`config.mk`:
```
export PLATFORM = sky130hd
export DESIGN_NAME = bzg_buzzer
export DESIGN_NICKNAME = d
export VERILOG_FILES = /design/src/common/bzg_pkg.sv /design/src/logic/bzg_base_tick.sv /design/src/logic/bzg_buzzer.sv /design/src/logic/bzg_tone.sv
export SDC_FILE = /design/constraint.sdc
export NUM_CORES = 1
export LEC_CHECK = 0
export BUFFER_PORTS_ARGS = -buffer_cell sky130_fd_sc_hd__buf_4
export CAP_MARGIN = 20
export CORE_MARGIN = 3
export CORE_UTILIZATION = 60
export CTS_BUF_LIST = sky130_fd_sc_hd__clkbuf_8
export CTS_CLUSTER_SIZE = 12
export DETAILED_ROUTE_END_ITERATION = 12
export PLACE_DENSITY_LB_ADDON = 0.3
export SYNTH_ARGS = -nofsm -noshare
export SYNTH_HDL_FRONTEND = slang
export SYNTH_SLANG_ARGS = --single-unit
export TNS_END_PERCENT = 50
```
`constraint.sdc`:
```
create_clock -name ref_clk -period 6.8 [get_ports ref_clk]
set_input_delay 1.36 -clock ref_clk [delete_from_list [all_inputs] [get_ports ref_clk]]
set_output_delay 1.36 -clock ref_clk [all_outputs]
set_load 0.02 [all_outputs]
```
`src/common/bzg_pkg.sv`:
```
// constants, register map and carrier types of the buzzer tone generator
// assumes a 100 MHz system clock and an 8-bit register port
package bzg_pkg;
  localparam int SYS_HZ  = 100_000_000;
  // tone base rate, twice the 32.768 kHz low-speed clock
  localparam int LS_HZ   = 32_768;
  localparam int BASE_HZ = 2 * LS_HZ;
  localparam int SLOW_HZ = 256;
  localparam int SLOW_DIV = BASE_HZ / SLOW_HZ;

  // times as printed, in microseconds
  localparam int STEP_LONG_US   = 125_000;
  localparam int STEP_SHORT_US  = 62_500;
  localparam int BURST_LONG_US  = 125_000;
  localparam int BURST_SHORT_US = 31_250;
  localparam logic [5:0] STEP_LONG_T   = 6'(STEP_LONG_US * SLOW_HZ / 1_000_000);
  localparam logic [5:0] STEP_SHORT_T  = 6'(STEP_SHORT_US * SLOW_HZ / 1_000_000);
  localparam logic [5:0] BURST_LONG_T  = 6'(BURST_LONG_US * SLOW_HZ / 1_000_000);
  localparam logic [5:0] BURST_SHORT_T = 6'(BURST_SHORT_US * SLOW_HZ / 1_000_000);

  localparam logic [15:0] CTL_ADDR = 16'hff44;
  localparam logic [15:0] SEL_ADDR = 16'hff45;
  localparam int B_TON  = 0;
  localparam int B_ENV  = 1;
  localparam int B_RST  = 2;
  localparam int B_STEP = 3;
  localparam int B_LEN  = 4;
  localparam int B_TRIG = 5;
  localparam int B_KILL = 6;
  localparam int B_PITCH = 0;
  localparam int B_LEVEL = 4;
  localparam logic [2:0] PITCH_RST = 3'h0;
  localparam logic [2:0] LEVEL_RST = 3'h0;
  localparam logic [2:0] LEVEL_MIN = 3'h7;

  typedef struct packed {
    logic [15:0] addr;
    logic [7:0]  wdata;
    logic        wr;
    logic        rd;
  } bzg_bus_t;

  typedef enum logic [1:0] {
    BST_IDLE  = 2'b00,
    BST_ARMED = 2'b01,
    BST_RUN   = 2'b11
  } bzg_bst_t;
endpackage

```
`src/logic/bzg_base_tick.sv`:
```
// fractional divider: one-cycle pulse at BASE_HZ on average
// assumes BASE_HZ below SYS_HZ
`timescale 1ns/1ns
`default_nettype none
module bzg_base_tick #(
  parameter int BASE_HZ = bzg_pkg::BASE_HZ
) (
  input  wire logic ref_clk,
  input  wire logic rstn,
  input  wire logic ce,
  output logic      tick
);
  import bzg_pkg::*;

  typedef struct packed {
    logic [31:0] acc;
    logic        tick;
  } bzg_bt_st_t;

  bzg_bt_st_t st_reg;
  bzg_bt_st_t st_next;

  // accumulator keeps the long-run rate exact with no integer ratio
  always_comb
  begin
    st_next = st_reg;
    st_next.tick = 1'b0;
    if (st_reg.acc + 32'(BASE_HZ) >= 32'(SYS_HZ))
    begin
      st_next.acc = st_reg.acc + 32'(BASE_HZ) - 32'(SYS_HZ);
      st_next.tick = 1'b1;
    end
    else
      st_next.acc = st_reg.acc + 32'(BASE_HZ);
  end

  always_ff @(posedge ref_clk)
  begin
    if (!rstn)
      st_reg <= '0;
    else if (ce)
      st_reg <= st_next;
  end

  assign tick = st_reg.tick;
endmodule
`default_nettype wire

```
`src/logic/bzg_buzzer.sv`:
```
// buzzer tone generator with digital envelope and one-shot burst
// assumes a plain register port, reads answered one cycle later
// How it works
// - envelope enable steps duty, else level select
// - tone on starts level 1, steps to 8
// - restart write returns envelope to level 1
// - level 8 held until tone off/restart
// - stage time 125 or 62.5 msec
// - step select 1 long, 0 short
// - burst length 125 or 31.25 msec
// - length select 1 long, 0 short
// - trigger starts tone on 256 Hz tick
// - burst ends itself on 256 Hz tick
// - trigger bit reads busy status
// - kill stops burst immediately
// - trigger clears envelope enable
// - burst shaped by pitch and level only
// - trigger and kill ignored while tone on
// - retrigger restarts the burst timer
// - kill wins over simultaneous trigger
// - tone enable or running burst drives tone, else low
// - reset clears tone enable, pin low
//
// Added by the designer: the strobed register port.
`timescale 1ns/1ns
`default_nettype none
module bzg_buzzer #(
  parameter int BASE_HZ = bzg_pkg::BASE_HZ
) (
  input  wire logic             ref_clk,
  input  wire logic             rstn,
  input  wire logic             ce,
  input  wire bzg_pkg::bzg_bus_t bus,
  output logic [7:0]            rdata,
  output logic                  tone_pin
);
  import bzg_pkg::*;

  typedef struct packed {
    logic       ton;
    logic       env_en;
    logic       step_sel;
    logic       len_sel;
    logic [2:0] pitch;
    logic [2:0] level;
    logic [2:0] env_lvl;
    logic [5:0] stage_cnt;
    bzg_bst_t   bst;
    logic [5:0] burst_cnt;
    logic [7:0] slow_cnt;
    logic [7:0] rdata;
    logic       pin;
  } bzg_st_t;

  bzg_st_t    st_reg;
  bzg_st_t    st_next;
  logic       base_tick;
  logic       slow_tick;
  logic       wave;
  logic [2:0] duty_lvl;
  logic       wr_ctl;
  logic       wr_sel;
  logic       trig_acc;
  logic       kill_acc;
  logic       rst_acc;
  logic [5:0] stage_len;
  logic [5:0] burst_len;

  function automatic logic hit(input bzg_bus_t b, input logic [15:0] a);
    return b.addr == a;
  endfunction

  bzg_base_tick #(
    .BASE_HZ (BASE_HZ)
  ) u_tick (
    .ref_clk (ref_clk),
    .rstn    (rstn),
    .ce      (ce),
    .tick    (base_tick)
  );

  bzg_tone u_tone (
    .ref_clk (ref_clk),
    .rstn    (rstn),
    .ce      (ce),
    .tick    (base_tick),
    .pitch   (st_reg.pitch),
    .level   (duty_lvl),
    .wave    (wave)
  );

  assign slow_tick = base_tick && (st_reg.slow_cnt == 8'(SLOW_DIV - 1));

  assign duty_lvl = (st_reg.env_en && st_reg.ton) ? st_reg.env_lvl : st_reg.level;

  assign wr_ctl = bus.wr && hit(bus, CTL_ADDR);
  assign wr_sel = bus.wr && hit(bus, SEL_ADDR);

  assign trig_acc = wr_ctl && bus.wdata[B_TRIG] && !st_reg.ton;
  assign kill_acc = wr_ctl && bus.wdata[B_KILL] && !st_reg.ton;
  assign rst_acc = wr_ctl && bus.wdata[B_RST] && st_reg.env_en;

  assign stage_len = st_reg.step_sel ? STEP_LONG_T : STEP_SHORT_T;
  assign burst_len = st_reg.len_sel ? BURST_LONG_T : BURST_SHORT_T;

  always_comb
  begin
    st_next = st_reg;
    if (base_tick)
      st_next.slow_cnt = st_reg.slow_cnt + 8'h01;

    if (wr_ctl)
    begin
      st_next.ton = bus.wdata[B_TON];
      st_next.env_en = bus.wdata[B_ENV];
      st_next.step_sel = bus.wdata[B_STEP];
      st_next.len_sel = bus.wdata[B_LEN];
    end
    if (wr_sel)
    begin
      st_next.pitch = bus.wdata[B_PITCH +: 3];
      st_next.level = bus.wdata[B_LEVEL +: 3];
    end

    // envelope runs only with the tone on; tone off parks it at level 1
    if (!st_reg.ton || !st_reg.env_en)
    begin
      st_next.env_lvl = 3'h0;
      st_next.stage_cnt = 6'h00;
    end
    else if (rst_acc)
    begin
      st_next.env_lvl = 3'h0;
      st_next.stage_cnt = 6'h00;
    end
    else if (slow_tick)
    begin
      if (st_reg.stage_cnt >= stage_len - 6'h01)
      begin
        st_next.stage_cnt = 6'h00;
        if (st_reg.env_lvl != LEVEL_MIN)
          st_next.env_lvl = st_reg.env_lvl + 3'h1;
      end
      else
        st_next.stage_cnt = st_reg.stage_cnt + 6'h01;
    end

    unique case (st_reg.bst)
      BST_IDLE:
      begin
        st_next.burst_cnt = 6'h00;
      end
      BST_ARMED:
      begin
        if (slow_tick)
        begin
          st_next.bst = BST_RUN;
          st_next.burst_cnt = 6'h00;
        end
      end
      BST_RUN:
      begin
        if (slow_tick)
        begin
          if (st_reg.burst_cnt >= burst_len - 6'h01)
            st_next.bst = BST_IDLE;
          else
            st_next.burst_cnt = st_reg.burst_cnt + 6'h01;
        end
      end
      default:
      begin
        st_next.bst = BST_IDLE;
      end
    endcase

    if (trig_acc)
    begin
      st_next.env_en = 1'b0;
      if (st_reg.bst == BST_IDLE)
        st_next.bst = BST_ARMED;
      else if (st_reg.bst == BST_RUN)
      begin
        st_next.burst_cnt = 6'h00;
        st_next.bst = BST_RUN;
      end
    end
    if (kill_acc)
      st_next.bst = BST_IDLE;

    st_next.pin = (st_reg.ton || st_reg.bst == BST_RUN) && wave;

    st_next.rdata = 8'h00;
    if (bus.rd && hit(bus, CTL_ADDR))
    begin
      st_next.rdata[B_TON] = st_reg.ton;
      st_next.rdata[B_ENV] = st_reg.env_en;
      st_next.rdata[B_STEP] = st_reg.step_sel;
      st_next.rdata[B_LEN] = st_reg.len_sel;
      st_next.rdata[B_TRIG] = st_reg.bst != BST_IDLE;
      st_next.rdata[B_RST] = 1'b0;
      st_next.rdata[B_KILL] = 1'b0;
    end
    else if (bus.rd && hit(bus, SEL_ADDR))
    begin
      st_next.rdata[B_PITCH +: 3] = st_reg.pitch;
      st_next.rdata[B_LEVEL +: 3] = st_reg.level;
    end
  end

  always_ff @(posedge ref_clk)
  begin
    if (!rstn)
    begin
      st_reg <= '0;
      st_reg.pitch <= PITCH_RST;
      st_reg.level <= LEVEL_RST;
      st_reg.bst <= BST_IDLE;
    end
    else if (ce)
      st_reg <= st_next;
  end

  assign rdata = st_reg.rdata;
  assign tone_pin = st_reg.pin;
endmodule
`default_nettype wire

```
`src/logic/bzg_tone.sv`:
```
// tone waveform from pitch and duty level, advanced by the base tick
// assumes tick is a one-cycle pulse at the base rate
`timescale 1ns/1ns
`default_nettype none
module bzg_tone (
  input  wire logic       ref_clk,
  input  wire logic       rstn,
  input  wire logic       ce,
  input  wire logic       tick,
  input  wire logic [2:0] pitch,
  input  wire logic [2:0] level,
  output logic            wave
);
  import bzg_pkg::*;

  typedef struct packed {
    logic [5:0] cnt;
    logic       wave;
  } bzg_tn_st_t;

  bzg_tn_st_t st_reg;
  bzg_tn_st_t st_next;
  logic [5:0] period;
  logic [5:0] high;

  // period 16..28 base ticks, doubled for the lower octave
  always_comb
  begin
    period = 6'(16 + 4 * pitch[1:0]) << pitch[2];
    high = 6'((pitch[1] ? 12 : 8) - level) << pitch[2];
  end

  always_comb
  begin
    st_next = st_reg;
    if (tick)
    begin
      st_next.cnt = (st_reg.cnt >= period - 6'h01) ? 6'h00 : st_reg.cnt + 6'h01;
      st_next.wave = st_next.cnt < high;
    end
  end

  always_ff @(posedge ref_clk)
  begin
    if (!rstn)
      st_reg <= '0;
    else if (ce)
      st_reg <= st_next;
  end

  assign wave = st_reg.wave;
endmodule
`default_nettype wire

```
; ---- Yosys cells after proc, flatten, opt, wreduce, memory -nomap -nowiden
; Cells that the tools add are included.
[totals]
regBits = 83
out_inout_bits = 9
[op_classes]
n_shift = 2
mux = 31
n_reduce_logical = 29
magnitude_cmp = 5
addsub = 12
n_eq_ne = 6
[ops]
columns = operator, count
row1 = 2-to-1 mux 6 bit, 6
row2 = adder 32 x 17 -> 32 bit (second input constant), 1
row3 = equality test 16 bit (second input constant), 2
row4 = >= comparator 32 x 27 -> 1 bit (second input constant), 1
row5 = 2-to-1 mux 32 bit, 1
row6 = 2-to-1 mux 8 bit, 4
row7 = subtractor 32 x 27 -> 32 bit (second input constant), 1
row8 = 2-to-1 mux 3 bit, 9
row9 = 2-to-1 mux 9 bit, 3
row10 = adder 6 x 1 -> 6 bit (second input constant), 3
row11 = >= comparator 6 bit, 3
row12 = case mux 6 bit (3 select lines), 1
row13 = subtractor 6 x 1 -> 6 bit (second input constant), 3
row14 = logical AND 1 bit, 13
row15 = << shifter 6 x 1 -> 6 bit, 2
row16 = AND reduction 2 bit, 5
row17 = nonzero test 3 bit, 3
row18 = adder 8 x 1 -> 8 bit (second input constant), 1
row19 = equality test 8 bit (second input constant), 1
row20 = adder 5 x 4 -> 6 bit (first input constant), 1
row21 = < comparator 6 bit, 1
row22 = 2-to-1 mux 2 bit, 3
row23 = case mux 2 bit (3 select lines), 1
row24 = subtractor 6 x 3 -> 6 bit, 1
row25 = other kinds (10), 15

; ---- Depth between registers and ports, before layout
[logic_depth]
ltp_word = 10
mapped_depth = 14
depth_no_buf = 13

; ---- Modules after synthesis
; A second synthesis with hierarchy kept.
[hier_totals]
hier_cells = 652
hier_area_um2 = 5287.6
[by_module_without_submodules]
columns = module, n_inst, cells_per_inst, area_each_um2
row1 = bzg_buzzer, 1, 270, 2411.1
row2 = bzg_base_tick, 1, 283, 2089.5
row3 = bzg_tone, 1, 99, 787.0

; ---- Worst setup path after synthesis
; OpenSTA, ideal clock, no wires.
[synth_timing]
path_type = in2reg
from = input port bus[15] (netlist name)
to = register st_reg[32] (netlist name)
path_slack_ns = 3.310
required_ns = 6.672
arrival_time_ns = 3.362
setup_time_ns = 0.128
path_stages = 9
n_path_buf = 1
cell_sequence = or4b_1 -> nor4_1 -> and3b_1 -> buf_2 -> a21oi_1 -> a21oi_2 -> nand2_1 -> mux2i_1 -> nor2_1
[synth_between]
elab_chain_len = 6
elab_cells_between_ends = 10
cone_classes = 1 x eq/ne / 2 x mux / 7 x reduce/logical
[synth_lines]
columns = element, line
row1 = "start, declared", bzg_buzzer.sv:33  ; input wire bzg_pkg::bzg_bus_t bus,
row2 = equality test 16 bit *, bzg_buzzer.sv:70  ; return b.addr == a;
row3 = logical AND 1 bit *, bzg_buzzer.sv:96  ; assign wr_ctl = bus.wr && hit(bus, CTL_ADDR);
row4 = logical AND 1 bit * (2 in a row), bzg_buzzer.sv:101  ; assign rst_acc = wr_ctl && bus.wdata[B_RST] && st_reg.env_en;
row5 = nonzero test 3 bit (no source line) / 2-to-1 mux 9 bit (equally long branches), --
row6 = AND reduction 4 bit (no source line) / 2-to-1 mux 9 bit (equally long branches), --
row7 = "end signal, assigned", bzg_buzzer.sv:221  ; st_reg <= st_next;
row8 = "end, declared", bzg_buzzer.sv:55  ; bzg_st_t st_reg;
; Every way passes the cells marked *; elsewhere a longest branch is shown, timed or not.
; A chain may end at the register's enable or synchronous reset.

; ---- Worst setup path after layout
[layout_timing]
from = input port bus[15] (netlist name)
to = register st_reg[33] (netlist name)
; The elaborated chain is that of the path after synthesis.

==> impl_results.md <==
- Num rows: 32
- Slew Limit Fails: 0
- Top FF cell, synth: dfxtp_1
- Die area: 9311 um2
- Netlist Area Pre-Place: 4913 um2
- Comb power frac: 35.4%
- Ports: 38
- Setup TNS: 0 ns
- N_diodes: 0
- EDFF count, synth: 0
- Worst Hold Class: flip-flop to flip-flop
- Setup crit start: bus[15]
- Crit Path Category: input port to flip-flop
- Sw Ratio: 39.27%
- Lkg Pwr: 2.101 nW
- CTS buffer count: 9
- Clk_skew: 0.008131 ns
- Chip width: between 90 and 100 um
- DP Area: about 5100 um2
- Hold_buf cts: 0
- TritonCTS clock tree: done
- Fin. Hold Viols: 0
- WL/cell: 15.43 um
- Simple-gate share of the synthesized area: 26.61%
- Starting Density: 62.61%
- Total Routed Length: about 11000 um
- Final setup viols: 0
- First-pass GRT wire length: roughly 19000 um
- Die Y: between 90 and 100 um
- Crit path DAT: about 3.9 ns
- Worst vdd ir: 0.0001504 V
- Vias in the first global route: 4219
- Minimum clock period: 3.703 ns
- RD Place Congestion: between 0.8 and 0.9
- Worst EP required: 7.02 ns
- Yosys cell types: 75
- RSZ-0062 raised after global routing: false
- Synthesized Nets: 669
- Setup Fix Bufs, Post-CTS: 0
- H-tree depth: 3
- Ys async rst share: 0%
- Largest net degree at the start of global routing: 45
- Core Area: around 7800 um2
- F_max: 0.2701 GHz
- Post-route ant nets: 0
- Sequential area share after synthesis: a little under a third
- Fin crit share: 54.45%
- Power per cell area: 265.6 nW/um2
- Via count: 4454
- Root Buffer: clkbuf_8
- Clock-pin slew on the worst setup and hold paths: 0.08 ns
- Post-synthesis xor/xnor area fraction: 6.392%
- Max_cap viols: 0
- DRT iter0 DRCs: 253
- Finished Cell Area: 5296 um2
- Drt pass-1 iters: 5
- Sequential Power Share: about 41%
- Share of the synthesized area in the top cell type: 30.56%
- Mean Syn Cell Area: about 8 um2
- Pint: 0.8543 mW
- Status: complete, no violations
- Top fanout value on the critical path: 8
- Clk sinks: between 70 and 80
- Max clock buf depth: 2
- CTS resizes: 0
- Half-perimeter wire length after placement: around 8100 um
- Post-synthesis mux area share: 4.558%
- Switching power: 0.5524 mW
- Combinational family with the most area after synthesis: simple AND/OR/NAND/NOR gates
- Slew @ Worst Pin: 0.9023 ns
- Power Total: about 1.4 mW
- Mapped Cells: 616
- Top-count cell post-synth: dfxtp_1
- Startpoint of the worst hold path: st_reg[40]$_SDFFE_PN0P_
- Share of layout cells above drive strength 1: roughly 12%
- Synth Area in Compound Gates: 19.99%
- Largest cells by area after synthesis: dfxtp_1, ha_1, nand2_1
- Yosys warns: 0
- Clk network pwr share: 24.1%
- Post-synth top cells: dfxtp_1, nand2_1, nor2_1
- Initial antenna violation count: 0
- Type of destination of the critical path: flip-flop
- Adder-Cell Fraction of Synth Area: 6.112%
- All-Layer GR Usage: 25.34%
- Layout area overhead: 7.792%
- Synth area leader: dfxtp_1
- Slew HR: 39.85%
- Nets@finish: 672
- Synth Register Bits: 75
- DRC Markers: 0
- Total gr overflow: 0
- Largest register FFs: 35
- Crit Reg-Reg Startpoint: u_tick.st_reg[17]$_SDFFE_PN0P_
- Skew-Pair Late Insertion Delay: between 0.3 and 0.4 ns
- Port Buffers: 35
- Startpoint Class: input port
- Vias/cell: a little over 6
[placed cells by master, fill, tap and decap left out, drive strengths merged, types with 3 or more instances in the layout]
cell type | synthesis | routed
a211o | 5 | 5
a211oi | 7 | 7
a21o | 10 | 10
a21oi | 52 | 52
a31o | 3 | 3
a31oi | 4 | 4
a41o | 3 | 3
and2 | 9 | 9
and3 | 6 | 6
and4 | 5 | 5
buf | 17 | 37
clkbuf | 28 | 9
clkinvlp | 0 | 3
dfxtp | 75 | 75
ha | 24 | 24
inv | 17 | 18
mux2 | 3 | 3
mux2i | 19 | 19
nand2 | 70 | 70
nand2b | 8 | 8
nand3 | 30 | 30
nand4 | 19 | 19
nand4b | 4 | 4
nor2 | 58 | 58
nor2b | 5 | 5
nor3 | 15 | 15
nor4 | 6 | 6
o211ai | 6 | 6
o21a | 3 | 3
o21ai | 21 | 21
o31ai | 6 | 6
or3 | 8 | 8
xnor2 | 16 | 16
xor2 | 19 | 19
[through the flow]
| step | hold slack [ns] | utilization [%] | setup slack [ns] | std cells |
|---|---|---|---|---|
| finish | 0.4553 | 67.49 | 3.097 | 726 |
| global placement | 0.4443 | 65.02 | 2.803 | 710 |
| floorplan | 0.4319 | - | 3.310 | 616 |
| CTS | 0.4578 | 67.49 | 3.105 | 726 |
| global route | 0.4738 | 67.49 | 2.834 | 726 |
| detailed placement | 0.4469 | 65.02 | 2.732 | 710 |
[per-layer routing]
| metal | vias up | wire (um) | track usage [%] | part of all wire, % |
|---|---|---|---|---|
| met1 | 2096 | 5058 | 32.01 | 45 |
| li1 | 2217 | - | - | - |
| met3 | 18 | 473 | 3.253 | 4.2 |
| met2 | 123 | 5501 | 43.62 | 49 |
| met5 | - | 0 | 0 | 0 |
| met4 | 0 | 168 | 10.16 | 1.5 |
[final cells by class]
class	instances	area, um2
Clock inverter	7	70.07
Inverter	17	63.81
Tap cell	102	127.6
Clock buffer	9	123.9
Sequential cell	75	1501
Timing Repair Buffer	37	277.8
Fill cell	681	2551
Multi-Input combinational cell	479	3132
[worst paths after layout]
| path | endpoint | slack [ns] | cells past startpoint |
|---|---|---|---|
| worst max-delay path | st_reg[33]$_SDFFE_PN0P_ | 3.10 | 9 |
| worst min-delay path | st_reg[40]$_SDFFE_PN0P_ | 0.46 | 2 |
| worst max register to register | u_tick.st_reg[22]$_SDFFE_PN0P_ | 3.43 | 9 |
| worst min register to register | st_reg[40]$_SDFFE_PN0P_ | 0.46 | 2 |
[worst max-delay path, cell delays in order]
cell and delay [ns]:
buf_4 0.11, or4b_1 0.51, nor4_1 0.49, and3b_1 0.40, a21oi_1 0.24, a21oi_2 0.38, nand2_1 0.18, mux2i_1 0.19
nor2_1 0.05
[logic make-up (layout without fill, tap and decap cells)]
kind of cell / count (synthesis) / after routing
simple gates: 254 / 254
compound gates: 143 / 143
flops: 75 / 75
buf+inv: 62 / 70
xor+xnor: 35 / 35
fa+ha+maj: 24 / 24
mux: 22 / 22
other cells: 1 / 1
[power groups by stage]
stage	logic (mW)	registers (mW)	clock network [mW]
final	0.497	0.570	0.339
after global placement	0.472	0.573	0
after detailed placement	0.489	0.578	0
after CTS	0.494	0.568	0.346
after floorplan	0.447	0.533	0
after global routing	0.545	0.582	0.366
(Power assumes the default switching activity.)
